[config.mk]
export PLATFORM = sky130hd
export DESIGN_NAME = sfrc_top
export DESIGN_NICKNAME = d
export VERILOG_FILES = /design/src/sfrc_pkg.sv /design/src/sfrc_top.sv /design/src/sfrc_alu_flags.sv /design/src/sfrc_sync.sv
export SDC_FILE = /design/constraint.sdc
export NUM_CORES = 1
export LEC_CHECK = 0
export ABC_CLOCK_PERIOD_IN_PS = 4500
export BUFFER_PORTS_ARGS = -buffer_cell sky130_fd_sc_hd__buf_2
export CORE_ASPECT_RATIO = 0.7
export CORE_MARGIN = 3
export CORE_UTILIZATION = 55
export CTS_BUF_LIST = sky130_fd_sc_hd__clkbuf_4 sky130_fd_sc_hd__clkbuf_8
export DETAILED_ROUTE_END_ITERATION = 10
export GPL_TIMING_DRIVEN = 0
export PLACE_DENSITY = 0.88
export SLEW_MARGIN = 0
export SYNTH_ARGS = -nofsm -noshare
export SYNTH_HDL_FRONTEND = slang
export SYNTH_HIERARCHICAL = 1
export SYNTH_SLANG_ARGS = --single-unit
[constraint.sdc]
create_clock -name mclk_i -period 4.5 [get_ports mclk_i]
set_input_delay 0.225 -clock mclk_i [delete_from_list [all_inputs] [get_ports mclk_i]]
set_output_delay 0.225 -clock mclk_i [all_outputs]
set_load 0.1 [all_outputs]
[src/sfrc_pkg.sv]
// package for status-flag and reset-cause block
// assumes one core clock, all inputs synchronous except the brown-out level
package sfrc_pkg;
  localparam int FLAG_W = 8;
  localparam int C_POS = 0;
  localparam int NOV_POS = 1;
  localparam int Z_POS = 2;
  localparam int SE_POS = 3;
  localparam int WE_POS = 4;
  localparam logic [7:0] FLAGS_RST = 8'h18;
  localparam logic [7:0] FLAGS_WMASK = 8'h07;
  // cause register bit positions
  localparam int BRN_POS = 0;
  localparam int POR_POS = 1;
  localparam int SW_POS = 2;
  localparam int PIN_POS = 3;
  localparam int WDR_POS = 4;
  localparam int UNF_POS = 6;
  localparam int OVF_POS = 7;
  localparam logic [7:0] CAUSE_POR = 8'h1C;
  localparam logic [7:0] CAUSE_MASK = 8'hDF;
  localparam logic [14:0] RESET_VEC = 15'h0000;
  localparam logic [14:0] IRQ_VEC = 15'h0004;
  localparam logic [3:0] NIB_MSB = 4'h3;

  typedef enum logic [2:0] {
    SFRC_OP_NONE, SFRC_OP_ADD, SFRC_OP_SUB, SFRC_OP_LOGIC, SFRC_OP_RRF, SFRC_OP_RLF
  } sfrc_op_e;

  typedef struct packed {
    sfrc_op_e op;
    logic [7:0] a;
    logic [7:0] b;
    logic [7:0] src;
  } sfrc_alu_s;

  typedef struct packed {
    logic por;
    logic brownout;
    logic wdt_timeout;
    logic pin;
    logic sw_reset;
    logic stk_ovf;
    logic stk_unf;
    logic irq_wake;
  } sfrc_evt_s;

  typedef struct packed {
    logic c;
    logic nov;
    logic z;
  } sfrc_aflag_s;

  typedef enum logic [1:0] {SFRC_RUN, SFRC_SLEEP} sfrc_mode_e;

  typedef struct packed {
    logic [7:0] flags;
    logic [7:0] cause;
    sfrc_mode_e mode;
    logic [14:0] pc_load;
    logic pc_load_vld;
    logic [7:0] alu_res;
    logic irq_pending;
  } sfrc_state_s;
endpackage

[src/sfrc_top.sv]
// status flags and reset-cause recording for an 8-bit core
// assumes execute stage gives one-cycle event pulses
module sfrc_top (
  // clock and reset
  input wire logic mclk_i,
  input wire logic rst_b_i,
  // execute stage
  input wire sfrc_pkg::sfrc_alu_s alu_i,
  input wire logic flags_we_i,
  input wire logic [7:0] flags_wdata_i,
  input wire logic cause_we_i,
  input wire logic [7:0] cause_wdata_i,
  input wire logic wdt_clear_i,
  input wire logic sleep_i,
  input wire logic [14:0] pc_i,
  input wire logic instr_done_i,
  input wire logic global_irq_enable_i,
  input wire logic stack_fault_reset_enable_i,
  // reset and wake sources
  input wire sfrc_pkg::sfrc_evt_s evt_i,
  input wire logic brownout_lvl_i,
  // outputs
  output logic [7:0] flags_o,
  output logic [7:0] cause_o,
  output logic [7:0] alu_res_o,
  output logic asleep_o,
  output logic [14:0] pc_load_o,
  output logic pc_load_vld_o,
  output logic irq_push_o
);
  import sfrc_pkg::*;

  sfrc_state_s st_r;
  sfrc_state_s st_nxt;
  logic [7:0] res;
  sfrc_aflag_s af;
  logic z_upd;
  logic c_upd;
  logic nov_upd;
  logic bo_lvl;
  logic bo_lvl_q_r;
  logic bo_evt;
  logic stk_ovf_rst;
  logic stk_unf_rst;
  logic asleep;
  logic add_cy;
  logic sub_nb;

  sfrc_alu_flags u_alu (
    .alu_i(alu_i),
    .carry_in_i(st_r.flags[C_POS]),
    .res_o(res),
    .flag_o(af),
    .z_upd_o(z_upd),
    .c_upd_o(c_upd),
    .nov_upd_o(nov_upd)
  );

  sfrc_sync u_bo_sync (
    .mclk_i(mclk_i),
    .rst_b_i(rst_b_i),
    .d_i(brownout_lvl_i),
    .q_o(bo_lvl)
  );

  always_ff @(posedge mclk_i or negedge rst_b_i) begin
    if (!rst_b_i) begin
      bo_lvl_q_r <= 1'b0;
    end else begin
      bo_lvl_q_r <= bo_lvl;
    end
  end

  assign bo_evt = (bo_lvl & ~bo_lvl_q_r) | evt_i.brownout;
  assign stk_ovf_rst = evt_i.stk_ovf & stack_fault_reset_enable_i;
  assign stk_unf_rst = evt_i.stk_unf & stack_fault_reset_enable_i;
  assign asleep = (st_r.mode == SFRC_SLEEP);
  assign add_cy = (9'(alu_i.a) + 9'(alu_i.b)) > 9'h0FF;
  assign sub_nb = alu_i.a >= alu_i.b;

  always_comb begin
    st_nxt = st_r;
    st_nxt.pc_load_vld = 1'b0;
    st_nxt.alu_res = res;
    // writes reach only the arithmetic bits, and none of them under a flag-affecting op
    if (flags_we_i && !(z_upd || nov_upd || c_upd)) begin
      st_nxt.flags = (st_r.flags & ~FLAGS_WMASK) | (flags_wdata_i & FLAGS_WMASK);
    end
    if (cause_we_i) begin
      st_nxt.cause = cause_wdata_i & CAUSE_MASK;
    end
    // operation flags beat the written ones
    if (z_upd) begin
      st_nxt.flags[Z_POS] = af.z;
    end
    if (nov_upd) begin
      st_nxt.flags[NOV_POS] = af.nov;
    end
    if (c_upd) begin
      st_nxt.flags[C_POS] = af.c;
    end
    if (wdt_clear_i) begin
      st_nxt.flags[WE_POS] = 1'b1;
      st_nxt.flags[SE_POS] = 1'b1;
    end
    if (sleep_i && !asleep) begin
      st_nxt.flags[WE_POS] = 1'b1;
      st_nxt.flags[SE_POS] = 1'b0;
      st_nxt.mode = SFRC_SLEEP;
    end
    // interrupt vectoring after the instruction following sleep
    if (st_r.irq_pending && instr_done_i) begin
      st_nxt.irq_pending = 1'b0;
      st_nxt.pc_load = IRQ_VEC;
      st_nxt.pc_load_vld = 1'b1;
    end
    // resets and wakes, highest priority last
    if (evt_i.irq_wake && asleep) begin
      st_nxt.flags[WE_POS] = 1'b1;
      st_nxt.flags[SE_POS] = 1'b0;
      st_nxt.mode = SFRC_RUN;
      st_nxt.pc_load = 15'(pc_i + 15'h0001);
      st_nxt.pc_load_vld = 1'b1;
      st_nxt.irq_pending = global_irq_enable_i;
    end
    if (evt_i.wdt_timeout) begin
      st_nxt.flags[WE_POS] = 1'b0;
      if (asleep) begin
        st_nxt.flags[SE_POS] = 1'b0;
        st_nxt.mode = SFRC_RUN;
        st_nxt.pc_load = 15'(pc_i + 15'h0001);
        st_nxt.pc_load_vld = 1'b1;
      end else begin
        st_nxt.cause[WDR_POS] = 1'b0;
        st_nxt.pc_load = RESET_VEC;
        st_nxt.pc_load_vld = 1'b1;
        st_nxt.irq_pending = 1'b0;
      end
    end
    if (evt_i.sw_reset) begin
      st_nxt.cause[SW_POS] = 1'b0;
      st_nxt.pc_load = RESET_VEC;
      st_nxt.pc_load_vld = 1'b1;
      st_nxt.irq_pending = 1'b0;
    end
    if (stk_ovf_rst || stk_unf_rst) begin
      if (stk_ovf_rst) begin
        st_nxt.cause[OVF_POS] = 1'b1;
      end
      if (stk_unf_rst) begin
        st_nxt.cause[UNF_POS] = 1'b1;
      end
      st_nxt.pc_load = RESET_VEC;
      st_nxt.pc_load_vld = 1'b1;
      st_nxt.irq_pending = 1'b0;
    end
    if (evt_i.pin) begin
      st_nxt.cause[PIN_POS] = 1'b0;
      if (asleep) begin
        st_nxt.flags[WE_POS] = 1'b1;
        st_nxt.flags[SE_POS] = 1'b0;
      end
      st_nxt.mode = SFRC_RUN;
      st_nxt.pc_load = RESET_VEC;
      st_nxt.pc_load_vld = 1'b1;
      st_nxt.irq_pending = 1'b0;
    end
    if (bo_evt) begin
      st_nxt.cause[BRN_POS] = 1'b0;
      st_nxt.cause[OVF_POS] = 1'b0;
      st_nxt.cause[UNF_POS] = 1'b0;
      st_nxt.cause[PIN_POS] = 1'b1;
      st_nxt.cause[SW_POS] = 1'b1;
      st_nxt.flags = FLAGS_RST; // arithmetic bits clear as well
      st_nxt.mode = SFRC_RUN;
      st_nxt.pc_load = RESET_VEC;
      st_nxt.pc_load_vld = 1'b1;
      st_nxt.irq_pending = 1'b0;
    end
    if (evt_i.por) begin
      st_nxt.cause = CAUSE_POR;
      st_nxt.flags = FLAGS_RST;
      st_nxt.mode = SFRC_RUN;
      st_nxt.pc_load = RESET_VEC;
      st_nxt.pc_load_vld = 1'b1;
      st_nxt.irq_pending = 1'b0;
    end
    st_nxt.flags[7:5] = 3'h0;
  end

  always_ff @(posedge mclk_i or negedge rst_b_i) begin
    if (!rst_b_i) begin
      st_r.flags <= FLAGS_RST;
      st_r.cause <= CAUSE_POR;
      st_r.mode <= SFRC_RUN;
      st_r.pc_load <= RESET_VEC;
      st_r.pc_load_vld <= 1'b0;
      st_r.alu_res <= 8'h00;
      st_r.irq_pending <= 1'b0;
    end else begin
      st_r <= st_nxt;
    end
  end

  assign flags_o = st_r.flags;
  assign cause_o = st_r.cause;
  assign alu_res_o = st_r.alu_res;
  assign asleep_o = asleep;
  assign pc_load_o = st_r.pc_load;
  assign pc_load_vld_o = st_r.pc_load_vld;
  assign irq_push_o = st_r.pc_load_vld && (st_r.pc_load == IRQ_VEC);

  property p_top_zero;
    @(posedge mclk_i) disable iff (!rst_b_i) flags_o[7:5] == 3'h0;
  endproperty
  a_top_zero: assert property (p_top_zero) else $error("top flag bits not zero");

  property p_wr_protect;
    @(posedge mclk_i) disable iff (!rst_b_i)
      flags_we_i && !wdt_clear_i && !sleep_i && evt_i == '0 && !bo_lvl |=>
        flags_o[WE_POS] == $past(flags_o[WE_POS]);
  endproperty
  a_wr_protect: assert property (p_wr_protect) else $error("expiry bit changed by write");

  property p_op_wins;
    @(posedge mclk_i) disable iff (!rst_b_i)
      flags_we_i && z_upd && !evt_i.por && !bo_evt |=> flags_o[Z_POS] == $past(af.z);
  endproperty
  a_op_wins: assert property (p_op_wins) else $error("written zero bit kept");

  property p_add_carry;
    @(posedge mclk_i) disable iff (!rst_b_i)
      alu_i.op == SFRC_OP_ADD && !evt_i.por && !bo_evt |=> flags_o[C_POS] == $past(add_cy);
  endproperty
  a_add_carry: assert property (p_add_carry) else $error("add carry wrong");

  property p_zero;
    @(posedge mclk_i) disable iff (!rst_b_i)
      alu_i.op == SFRC_OP_LOGIC && !evt_i.por && !bo_evt |=> flags_o[Z_POS] == (alu_res_o == 8'h00);
  endproperty
  a_zero: assert property (p_zero) else $error("zero bit wrong");

  property p_sleep;
    @(posedge mclk_i) disable iff (!rst_b_i)
      sleep_i && !asleep && !wdt_clear_i && evt_i == '0 && !bo_lvl |=>
        !flags_o[SE_POS] && flags_o[WE_POS] && asleep_o;
  endproperty
  a_sleep: assert property (p_sleep) else $error("sleep entry flags wrong");

  property p_por;
    @(posedge mclk_i) disable iff (!rst_b_i)
      evt_i.por |=> cause_o == CAUSE_POR && flags_o[WE_POS] && pc_load_vld_o && pc_load_o == RESET_VEC;
  endproperty
  a_por: assert property (p_por) else $error("power-on state wrong");

  property p_wdt_wake;
    @(posedge mclk_i) disable iff (!rst_b_i)
      evt_i == 8'h20 && asleep && !bo_lvl |=>
        !flags_o[WE_POS] && !flags_o[SE_POS] && pc_load_o == 15'($past(pc_i) + 15'h0001);
  endproperty
  a_wdt_wake: assert property (p_wdt_wake) else $error("watchdog wake wrong");

  property p_pin_run;
    @(posedge mclk_i) disable iff (!rst_b_i)
      evt_i == 8'h10 && !asleep && !bo_lvl && !flags_we_i && !cause_we_i |=>
        !cause_o[PIN_POS] && cause_o[7:4] == $past(cause_o[7:4]);
  endproperty
  a_pin_run: assert property (p_pin_run) else $error("pin reset cause wrong");

  property p_wr_block;
    @(posedge mclk_i) disable iff (!rst_b_i)
      flags_we_i && z_upd && !c_upd && !nov_upd && !evt_i.por && !bo_evt |=>
        flags_o[C_POS] == $past(flags_o[C_POS]) && flags_o[NOV_POS] == $past(flags_o[NOV_POS]);
  endproperty
  a_wr_block: assert property (p_wr_block) else $error("written carry bits kept");

  property p_wdt_clear;
    @(posedge mclk_i) disable iff (!rst_b_i)
      wdt_clear_i && !sleep_i && evt_i == '0 && !bo_evt |=> flags_o[WE_POS] && flags_o[SE_POS];
  endproperty
  a_wdt_clear: assert property (p_wdt_clear) else $error("watchdog clear flags wrong");

  property p_wdt_rst;
    @(posedge mclk_i) disable iff (!rst_b_i)
      evt_i == 8'h20 && !asleep && !bo_evt && !cause_we_i |=>
        !flags_o[WE_POS] && !cause_o[WDR_POS] && pc_load_vld_o && pc_load_o == RESET_VEC;
  endproperty
  a_wdt_rst: assert property (p_wdt_rst) else $error("watchdog reset wrong");

  property p_stk;
    @(posedge mclk_i) disable iff (!rst_b_i)
      evt_i == 8'h04 && stack_fault_reset_enable_i && !bo_evt && !cause_we_i |=>
        cause_o[OVF_POS] && pc_load_vld_o && pc_load_o == RESET_VEC;
  endproperty
  a_stk: assert property (p_stk) else $error("stack overflow reset wrong");

  property p_stk_off;
    @(posedge mclk_i) disable iff (!rst_b_i)
      evt_i == 8'h04 && !stack_fault_reset_enable_i && !instr_done_i && !bo_evt && !cause_we_i |=>
        !pc_load_vld_o && cause_o == $past(cause_o);
  endproperty
  a_stk_off: assert property (p_stk_off) else $error("disabled stack fault acted");

  property p_pin_sleep;
    @(posedge mclk_i) disable iff (!rst_b_i)
      evt_i == 8'h10 && asleep && !bo_evt |=>
        flags_o[WE_POS] && !flags_o[SE_POS] && !cause_o[PIN_POS] && !asleep_o;
  endproperty
  a_pin_sleep: assert property (p_pin_sleep) else $error("pin reset in sleep wrong");

  property p_irq_wake;
    @(posedge mclk_i) disable iff (!rst_b_i)
      evt_i == 8'h01 && asleep && !bo_evt && !cause_we_i |=>
        flags_o[WE_POS] && !flags_o[SE_POS] && cause_o == $past(cause_o) && pc_load_o == 15'($past(pc_i) + 15'h0001);
  endproperty
  a_irq_wake: assert property (p_irq_wake) else $error("interrupt wake wrong");

  property p_irq_vec;
    @(posedge mclk_i) disable iff (!rst_b_i)
      st_r.irq_pending && instr_done_i && evt_i == '0 && !bo_evt |=> irq_push_o && pc_load_o == IRQ_VEC;
  endproperty
  a_irq_vec: assert property (p_irq_vec) else $error("interrupt vector missing");

  property p_bo;
    @(posedge mclk_i) disable iff (!rst_b_i)
      bo_evt && !evt_i.por |=>
        flags_o == FLAGS_RST && !cause_o[BRN_POS] && !cause_o[OVF_POS] && !cause_o[UNF_POS]
        && cause_o[PIN_POS] && cause_o[SW_POS] && pc_load_vld_o;
  endproperty
  a_bo: assert property (p_bo) else $error("brown-out state wrong");

  property p_sub_borrow;
    @(posedge mclk_i) disable iff (!rst_b_i)
      alu_i.op == SFRC_OP_SUB && !evt_i.por && !bo_evt |=> flags_o[C_POS] == $past(sub_nb);
  endproperty
  a_sub_borrow: assert property (p_sub_borrow) else $error("subtract borrow wrong");

  c_sleep: cover property (@(posedge mclk_i) disable iff (!rst_b_i) sleep_i ##1 asleep);
  c_irq: cover property (@(posedge mclk_i) disable iff (!rst_b_i) irq_push_o);
  c_stk: cover property (@(posedge mclk_i) disable iff (!rst_b_i) stk_ovf_rst);
endmodule

[src/sfrc_alu_flags.sv]
// arithmetic flag generation for one alu operation
// assumes operands valid in the same cycle
module sfrc_alu_flags (
  // operation
  input wire sfrc_pkg::sfrc_alu_s alu_i,
  input wire logic carry_in_i,
  // results
  output logic [7:0] res_o,
  output sfrc_pkg::sfrc_aflag_s flag_o,
  output logic z_upd_o,
  output logic c_upd_o,
  output logic nov_upd_o
);
  import sfrc_pkg::*;
  logic [8:0] sum;
  logic [4:0] nsum;
  logic [7:0] bop;
  always_comb begin
    // subtraction adds the two's complement of b
    bop = (alu_i.op == SFRC_OP_SUB) ? 8'(~alu_i.b) : alu_i.b;
    sum = 9'({1'b0, alu_i.a}) + 9'({1'b0, bop}) + 9'((alu_i.op == SFRC_OP_SUB) ? 1 : 0);
    nsum = 5'({1'b0, alu_i.a[3:0]}) + 5'({1'b0, bop[3:0]}) + 5'((alu_i.op == SFRC_OP_SUB) ? 1 : 0);
    res_o = 8'h00;
    flag_o = '0;
    z_upd_o = 1'b0;
    c_upd_o = 1'b0;
    nov_upd_o = 1'b0;
    case (alu_i.op)
      SFRC_OP_ADD, SFRC_OP_SUB: begin
        res_o = sum[7:0];
        flag_o.c = sum[8];
        flag_o.nov = nsum[NIB_MSB + 1];
        z_upd_o = 1'b1;
        c_upd_o = 1'b1;
        nov_upd_o = 1'b1;
      end
      SFRC_OP_LOGIC: begin
        res_o = alu_i.a;
        z_upd_o = 1'b1;
      end
      SFRC_OP_RRF: begin
        res_o = {carry_in_i, alu_i.src[7:1]};
        flag_o.c = alu_i.src[0];
        c_upd_o = 1'b1;
      end
      SFRC_OP_RLF: begin
        res_o = {alu_i.src[6:0], carry_in_i};
        flag_o.c = alu_i.src[7];
        c_upd_o = 1'b1;
      end
      default: begin
        res_o = 8'h00;
      end
    endcase
    flag_o.z = (res_o == 8'h00);
  end
endmodule

[src/sfrc_sync.sv]
// two-stage level synchroniser for the brown-out detector level
// assumes input from an analog comparator
module sfrc_sync (
  // clock and reset
  input wire logic mclk_i,
  input wire logic rst_b_i,
  // level
  input wire logic d_i,
  output logic q_o
);
  logic [1:0] sync_r;
  always_ff @(posedge mclk_i or negedge rst_b_i) begin
    if (!rst_b_i) begin
      sync_r <= 2'b00;
    end else begin
      sync_r <= {sync_r[0], d_i};
    end
  end
  assign q_o = sync_r[1];
endmodule

== After elaboration in Yosys (flattened, before gate mapping) ==
Index checks and enable logic that the tools add are counted.
W data, S select, Z words.
Operators by class
  $add $sub $neg: 5
  eq/ne operators: 7
  bitwise logic cells: 7
  reductions and logical operators: 22
  multiplexer cells: 49
Operators by type and width (count)
  $mux W16: 4
  $mux W18: 3
  $pmux W8 S4: 1
  $mux W31: 1
  $mux W1: 24
  $mux W2: 10
  $reduce_bool A4 Y1: 5
  $mux W19: 1
  $mux W8: 2
  $add A15 B1 Y15 const B: 1
  $eq A15 B3 Y1 const B: 1
  $add A8 B8 Y9: 1
  $add A9 B1 Y9: 1
  $logic_not A8 Y1: 1
  $not A8 Y8: 1
  $reduce_bool A8 Y1: 1
  $mux W7: 1
  $eq A3 B2 Y1 const B: 2
  $eq A3 B3 Y1 const B: 2
  $add A4 B4 Y5: 1
  $add A5 B5 Y5: 1
  $logic_and A1 B1 Y1: 5
  $mux W5: 1
  $or A5 B3 Y5: 1
  13 further kinds: 18
Storage, ports and cells
  input port bits: 76
  logic and storage cells: 106
  output and inout port bits: 42
  register bits after elaboration: 43

== Logic depth before layout (Yosys ltp) ==
Gate-level depths: netlist (run 1).
  depth after elaboration: 17
  depth in mapped cells: 14

== Hierarchy ==
The synthesis (run 1) kept the hierarchy.
By module, submodules not included
  sfrc_top: seq. area each 1007.2 um^2, area an instance 2239.6 um^2, instances 1, cells each 202
  sfrc_alu_flags: seq. area each 0.0 um^2, area an instance 840.8 um^2, instances 1, cells each 116
  sfrc_sync: seq. area each 50.0 um^2, area an instance 50.0 um^2, instances 1, cells each 2

== Worst setup path before layout (run 1) ==
No wires, ideal clock.
  path type: input to register
  start point: in alu_i[24] in the netlist's numbering
  end point: reg st_r, in the netlist flags_o[2]
  cell stages on the path: 13
  data required time: 4.425 ns
  buffers on the path: 2
  arrival time: 2.729 ns
  setup slack: 1.696 ns
  path through: buf_6 nor3b_4 buf_6 xor2_1 fa_1 a211oi_1 nor2_1 nor2_1 o21ai_0 or4b_1 nor4_2 a221oi_1 nor2_1
RTL lines
  start: declaration: RTL line sfrc_top.sv:8  | input wire sfrc_pkg::sfrc_alu_s alu_i,
  end signal: assignment: RTL line sfrc_top.sv:201  | st_r <= st_nxt;
  end: declaration: RTL line sfrc_top.sv:33  | sfrc_state_s st_r;

==> reports/results.ini, run 1 <==
[synth]
synth_edf_count=0
synthCells=320
async_flop_share_pct=100
synth.yosys.seq_area_share_pct=33.8
syn_area_per_cell_sq_um=9.78
ys_warn_count=6
ys.flop_type=dfrtp_1
synth_seq_cells=42
synth_cell_type_count=66
syn_area_sq_um=3130

[setup_path]
crit_type=primary input to flip-flop
worst-path-max-fanout=9
r2r_cells=8
rr_startpoint=flags_o[0]
r2r_setup_slack_ns=2.71
end_kind=flip-flop
cp-startpoint=alu_i[24]
start_kind=primary input
crit_required_ns=4.65
worstPathArrival_ns=3.17
r2r_end=flags_o[2]

[clock_tree]
cts_buffers=5
tritoncts=built
cts_resized=0
cts_root_buf=clkbuf_8
holdBufCountCts=0
worstSkewPairLatency_ns=0.29
cts_sinks=42
cts_buffer_depth=2
h-tree-depth=2
cts.clk_slew.worst_paths_ns=0.08
post_cts.repair.setup_buffers=0

[finish]
mostFrequentLayoutCell=buf_2
final_core_util_pct=71.6
post_route_cells_drive_above_1_share_pct=43.0
stdcell_count=507
layout_common_cells=105 x buf_2, 39 x buf_4, 37 x dfrtp_1
fin_nets=519
insertedDiodeCount=0
area_growth_pct=22.7
stdcell_area_sq_um=3840

[grt]
grt_antenna_before_repair=0
grt-ovfl-total=0
grt_first_pass_wirelength_um=12500
grt_max_degree=43
grt_pass1_vias=2647
grt_usage_pct=24.0

[sta]
period_needed_ns=3.03
fin_setup_tns_ns=0
fin_crit_sh_pct=67.3
worst_clock_skew_ns=0.00479
relSlewSlack_pct=27.8
rsz0062_at_grt=false
fmax_mhz=330
finalHoldViolCount=0
drv_slew=0
finalSetupViolations=0
worst_pin_slew_ns=1.07

[floorplanning]
core_sq_um=5370
fp.dieArea_sq_um=6650
die_w_um=96.2
start_util_pct=58.3
num_rows=22
pin_count=118
die_y_um=69.1

[pwr]
leakage_nw=1.90
vdd_drop_max_v=0.000184
p_per_area_nw_per_um2=266

[routing]
routed_wl_um=8030
vias=2870
wl_per_cell_um=15.8
drtAntennaViolNets=0
drt_iter0_markers=243
drt_first_pass_iters=7
routed_via_density=5.66
drcViolationCount=0

[run_status]
outcome=finished, final reports clean

[placement]
post_dp_cell_area_sq_um=3750
port_buffers=104
dp.cells=499
dp_hpwl_um=6540
gp_congestion=0.954

[hold_path]
hold_start=brownout_lvl_i
hold_path_end=u_bo_sync/sync_r[0]
whs_path_depth=1
min_path_type=primary input to flip-flop

[job]
maxCapViolCount=0

==> cells by family (layout without fill, tap and decap cells) <==
family / count (synthesis) / count (layout) / synth area share (%)
fa+ha+maj: 9 / 9 / 3.84
compound gates: 80 / 80 / 21.3
other cells: 1 / 4 / 0.120
mux: 8 / 8 / 2.56
xor+xnor: 27 / 27 / 7.55
simple gates: 90 / 90 / 16.6
buf+inv: 63 / 175 / 14.2
flops: 42 / 42 / 33.8
==> worst max path at each step <==
stage	endpoint	slack, ns
after floorplan	flags_o[2]	1.70
after global placement	flags_o[2]	1.36
after detailed placement	flags_o[2]	1.24
after CTS	flags_o[2]	1.55
after global routing	flags_o[2]	1.24
final	flags_o[2]	1.47
==> synthesized netlist by cell type, drive strengths merged, types with 7 or more instances <==
library cell / number / share of area [%]
buf: 48 / 12
dfrtp: 37 / 30
nor2: 23 / 3.0
nand2: 20 / 2.4
o21ai: 16 / 2.6
xor2: 15 / 4.2
o2bb2ai: 14 / 5.9
a21oi: 12 / 1.9
inv: 12 / 1.4
xnor2: 12 / 3.4
ha: 8 / 3.2
mux2i: 8 / 2.6
nor4: 7 / 1.6
==> power breakdown <==
group / internal [W] / switching [W] / total (W) / leakage (nW)
clock network: 0.000115 / 0.000125 / 0.000241 / 0.0486
logic: 0.000116 / 0.000263 / 0.000379 / 1.31
registers: 0.000395 / 0.00000641 / 0.000401 / 0.544
total: 0.000626 / 0.000395 / 0.00102 / 1.90
==> registers in the layout (all words and copies together), names as in the netlist <==
register / flops
alu_res_o: 8
bo_lvl_q_r: 1
cause_o: 7
flags_o: 5
pc_load_o: 15
pc_load_vld_o: 1
st_r: 3
u_bo_sync/sync_r: 2
==> critical path, stage by stage <==
cell	delay, ns
buf_6	0.12
nor3b_4	0.22
buf_6	0.18
xor2_1	0.12
fa_1	0.45
a211oi_1	0.45
o21bai_1	0.15
a21oi_1	0.26
xor2_1	0.14
o21ai_0	0.38
nor4_2	0.10
a221oi_1	0.30
nor2_1	0.07
==> area by class of cell <==
cell class / instances / area, sq um
Multi-Input combinational cell: 218 / 1640
Buffer: 51 / 400
Clock inverter: 2 / 13.8
Timing Repair Buffer: 104 / 520
Sequential cell: 42 / 1060
Inverter: 12 / 45.0
Tap cell: 72 / 90.1
Clock buffer: 6 / 76.3
Fill cell: 424 / 1530
==> metrics by stage <==
step	setup WS, ns	power, W	hold slack (ns)
final	1.47	0.00102	0.0403
after detailed placement	1.24	0.000782	0.336
after global placement	1.36	0.000772	0.333
after global routing	1.24	0.00107	0.0340
after floorplan	1.70	0.000683	-0.0706
after CTS	1.55	0.00102	0.0383
==> metal layers <==
metal	wire length, um	global-route usage [%]	part of all wire, %
met4	97	5.21	1.2
met3	892	6.76	11
met1	3480	34.8	43
met5	0	0	0
met2	3560	35.5	44
No activity file was read; power rests on OpenSTA's default activity.
==> inputs of run 2 (changes only) <==
--- a/config.mk
+++ b/config.mk
@@ -5,15 +5,15 @@
 export SDC_FILE = /design/constraint.sdc
 export NUM_CORES = 1
 export LEC_CHECK = 0
-export ABC_CLOCK_PERIOD_IN_PS = 4500
+export ABC_CLOCK_PERIOD_IN_PS = 2500
 export BUFFER_PORTS_ARGS = -buffer_cell sky130_fd_sc_hd__buf_2
 export CORE_ASPECT_RATIO = 0.7
 export CORE_MARGIN = 3
-export CORE_UTILIZATION = 55
+export CORE_UTILIZATION = 46
 export CTS_BUF_LIST = sky130_fd_sc_hd__clkbuf_4 sky130_fd_sc_hd__clkbuf_8
 export DETAILED_ROUTE_END_ITERATION = 10
 export GPL_TIMING_DRIVEN = 0
-export PLACE_DENSITY = 0.88
+export PLACE_DENSITY = 0.79
 export SLEW_MARGIN = 0
 export SYNTH_ARGS = -nofsm -noshare
 export SYNTH_HDL_FRONTEND = slang
==> constraint.sdc (replaced) <==
create_clock -name mclk_i -period 2.5 [get_ports mclk_i]
set_input_delay 0.125 -clock mclk_i [delete_from_list [all_inputs] [get_ports mclk_i]]
set_output_delay 0.125 -clock mclk_i [all_outputs]
set_load 0.1 [all_outputs]
==> run 2 against run 1 <==
  * The flow now finishes with violations (setup timing)
  * Clock power rose by 120%
  * Worst hold slack worse by 0.026 ns
  * Die area up 18%
  * Critical path type unchanged
  * Critical endpoint unchanged
  * Highest routed layer unchanged
==> reports/results.ini, run 2 (synthesis gave the netlist of run 1 again) <==
[run_status]
outcome=finished, violations left
failed_checks=setup timing

[sta]
finalHoldViolCount=0
fmax_mhz=395
setup_slack_ns=-0.0335
worst_pin_slew_ns=0.892
period_needed_ns=2.53
relSlewSlack_pct=40.6
worst_clock_skew_ns=0.00933
fin_crit_sh_pct=101
rsz0062_at_grt=true
drv_slew=0
finalSetupViolations=1
fin_setup_tns_ns=-0.0335

[floorplanning]
die_y_um=75.0
fp.dieArea_sq_um=7850
num_rows=24
core_sq_um=6400
start_util_pct=48.9
die_w_um=105
pin_count=118

[finish]
insertedDiodeCount=0
mostFrequentLayoutCell=buf_2
largest_register_ffs=15
fin_nets=525
layout_common_cells=105 x buf_2, 42 x buf_4, 37 x dfrtp_1
area_growth_pct=28.2
post_route_cells_drive_above_1_share_pct=45.4

[clock_tree]
worstSkewPairLatency_ns=0.29
h-tree-depth=2
cts_buffers=5
cts_sinks=42
cts_buffer_depth=2
cts.clk_slew.worst_paths_ns=0.08
tritoncts=built
cts_root_buf=clkbuf_8

[routing]
drt_iter0_markers=228
vias=2794
drtAntennaViolNets=0
routed_wl_um=8300
drcViolationCount=0
drt_first_pass_iters=5
wl_per_cell_um=15.6
routed_via_density=5.25

[pwr]
p_per_area_nw_per_um2=490
leakage_nw=1.95
p_total_w=0.00197
vdd_drop_max_v=0.000292

[hold_path]
min_path_type=primary input to flip-flop

[setup_path]
worst-path-max-fanout=9
start_kind=primary input
worstPathArrival_ns=2.74
r2r_setup_slack_ns=0.71
end_kind=flip-flop
crit_required_ns=2.71
crit_type=primary input to flip-flop

[placement]
gp_congestion=0.948
dp_hpwl_um=6550
port_buffers=104
post-place-ws_ns=-0.407

[job]
maxCapViolCount=0

[grt]
grt_usage_pct=20.7
grt_util_met3_pct=4.80
gr-usage-met2_pct=31.3
grt_first_pass_wirelength_um=13000
grt_pass1_vias=2630
grt-ovfl-total=0
grt_antenna_before_repair=0
grt_max_degree=43
gr-max-usage-layer=met2
use_met1_pct=31.0

## run 2: power by group
group,switching [W],internal (W)
clock network,0.000233,0.000299
logic,0.000485,0.000229
registers,0.0000115,0.000710
total,0.000730,0.00124
## run 2: worst paths after layout
| check | startpoint | end | cells past startpoint |
|---|---|---|---|
| setup reg to reg | flags_o[0] | flags_o[2] | 8 |
| max in group asynchronous | rst_b_i | pc_load_o[9] | 2 |
| hold reg to reg | u_bo_sync/sync_r[0] | u_bo_sync/sync_r[1] | 0 |
| min in group asynchronous | rst_b_i | st_r[0] | 2 |
| hold / removal | evt_i[4] | cause_o[3] | 2 |
| setup / recovery | alu_i[24] | flags_o[2] | 13 |
## run 2: area by class of cell
cell class | count | area (sq um)
repair buffers | 110 | 573
flip-flops and latches | 42 | 1060
plain buffers | 51 | 400
fillers | 549 | 2380
well taps | 91 | 114
inverters | 12 | 45.0
multi-input cells | 218 | 1710
clock buffers | 5 | 68.8
clock inverters | 3 | 43.8
## run 2: repair_timing
action | 4_1_cts | 5_1_grt
cloned | 0 | 0
endpoints found under the setup margin | 1 | 3
gates resized for setup | 4 | 11
hold buffers | 3 | 0
hold endpoints to repair | 39 | 0
buffers inserted | 3 | 0
pin swaps | 1 | 4
## run 2: per-stage QoR
stage                     hold WS [ns]  cells  cell area [sq um]  utilization [%]
after floorplan                 -0.171    323               3150                -
after global placement           0.235    518               3790             59.2
after detailed placement         0.235    518               3790             59.2
after CTS                      0.00237    532               3970             62.1
after global routing           0.00659    532               4010             62.8
final                           0.0144    532               4010             62.8
## run 2: per-layer routing
metal / vias to the layer above / wire [um]
li1: 1362 / -
met1: 1308 / 3970
met2: 120 / 3690
met3: 4 / 584
met4: 0 / 62
met5: - / 0
## run 2: critical path, stage by stage
cell and delay [ns]:
buf_6 0.12, nor3b_4 0.25, buf_6 0.17, buf_4 0.13, xor2_1 0.19, ha_1 0.34, o21ai_2 0.13, o21ai_0 0.18
o21ai_1 0.15, or4b_4 0.57, nor4_2 0.14, a221oi_1 0.11, nor2_1 0.13
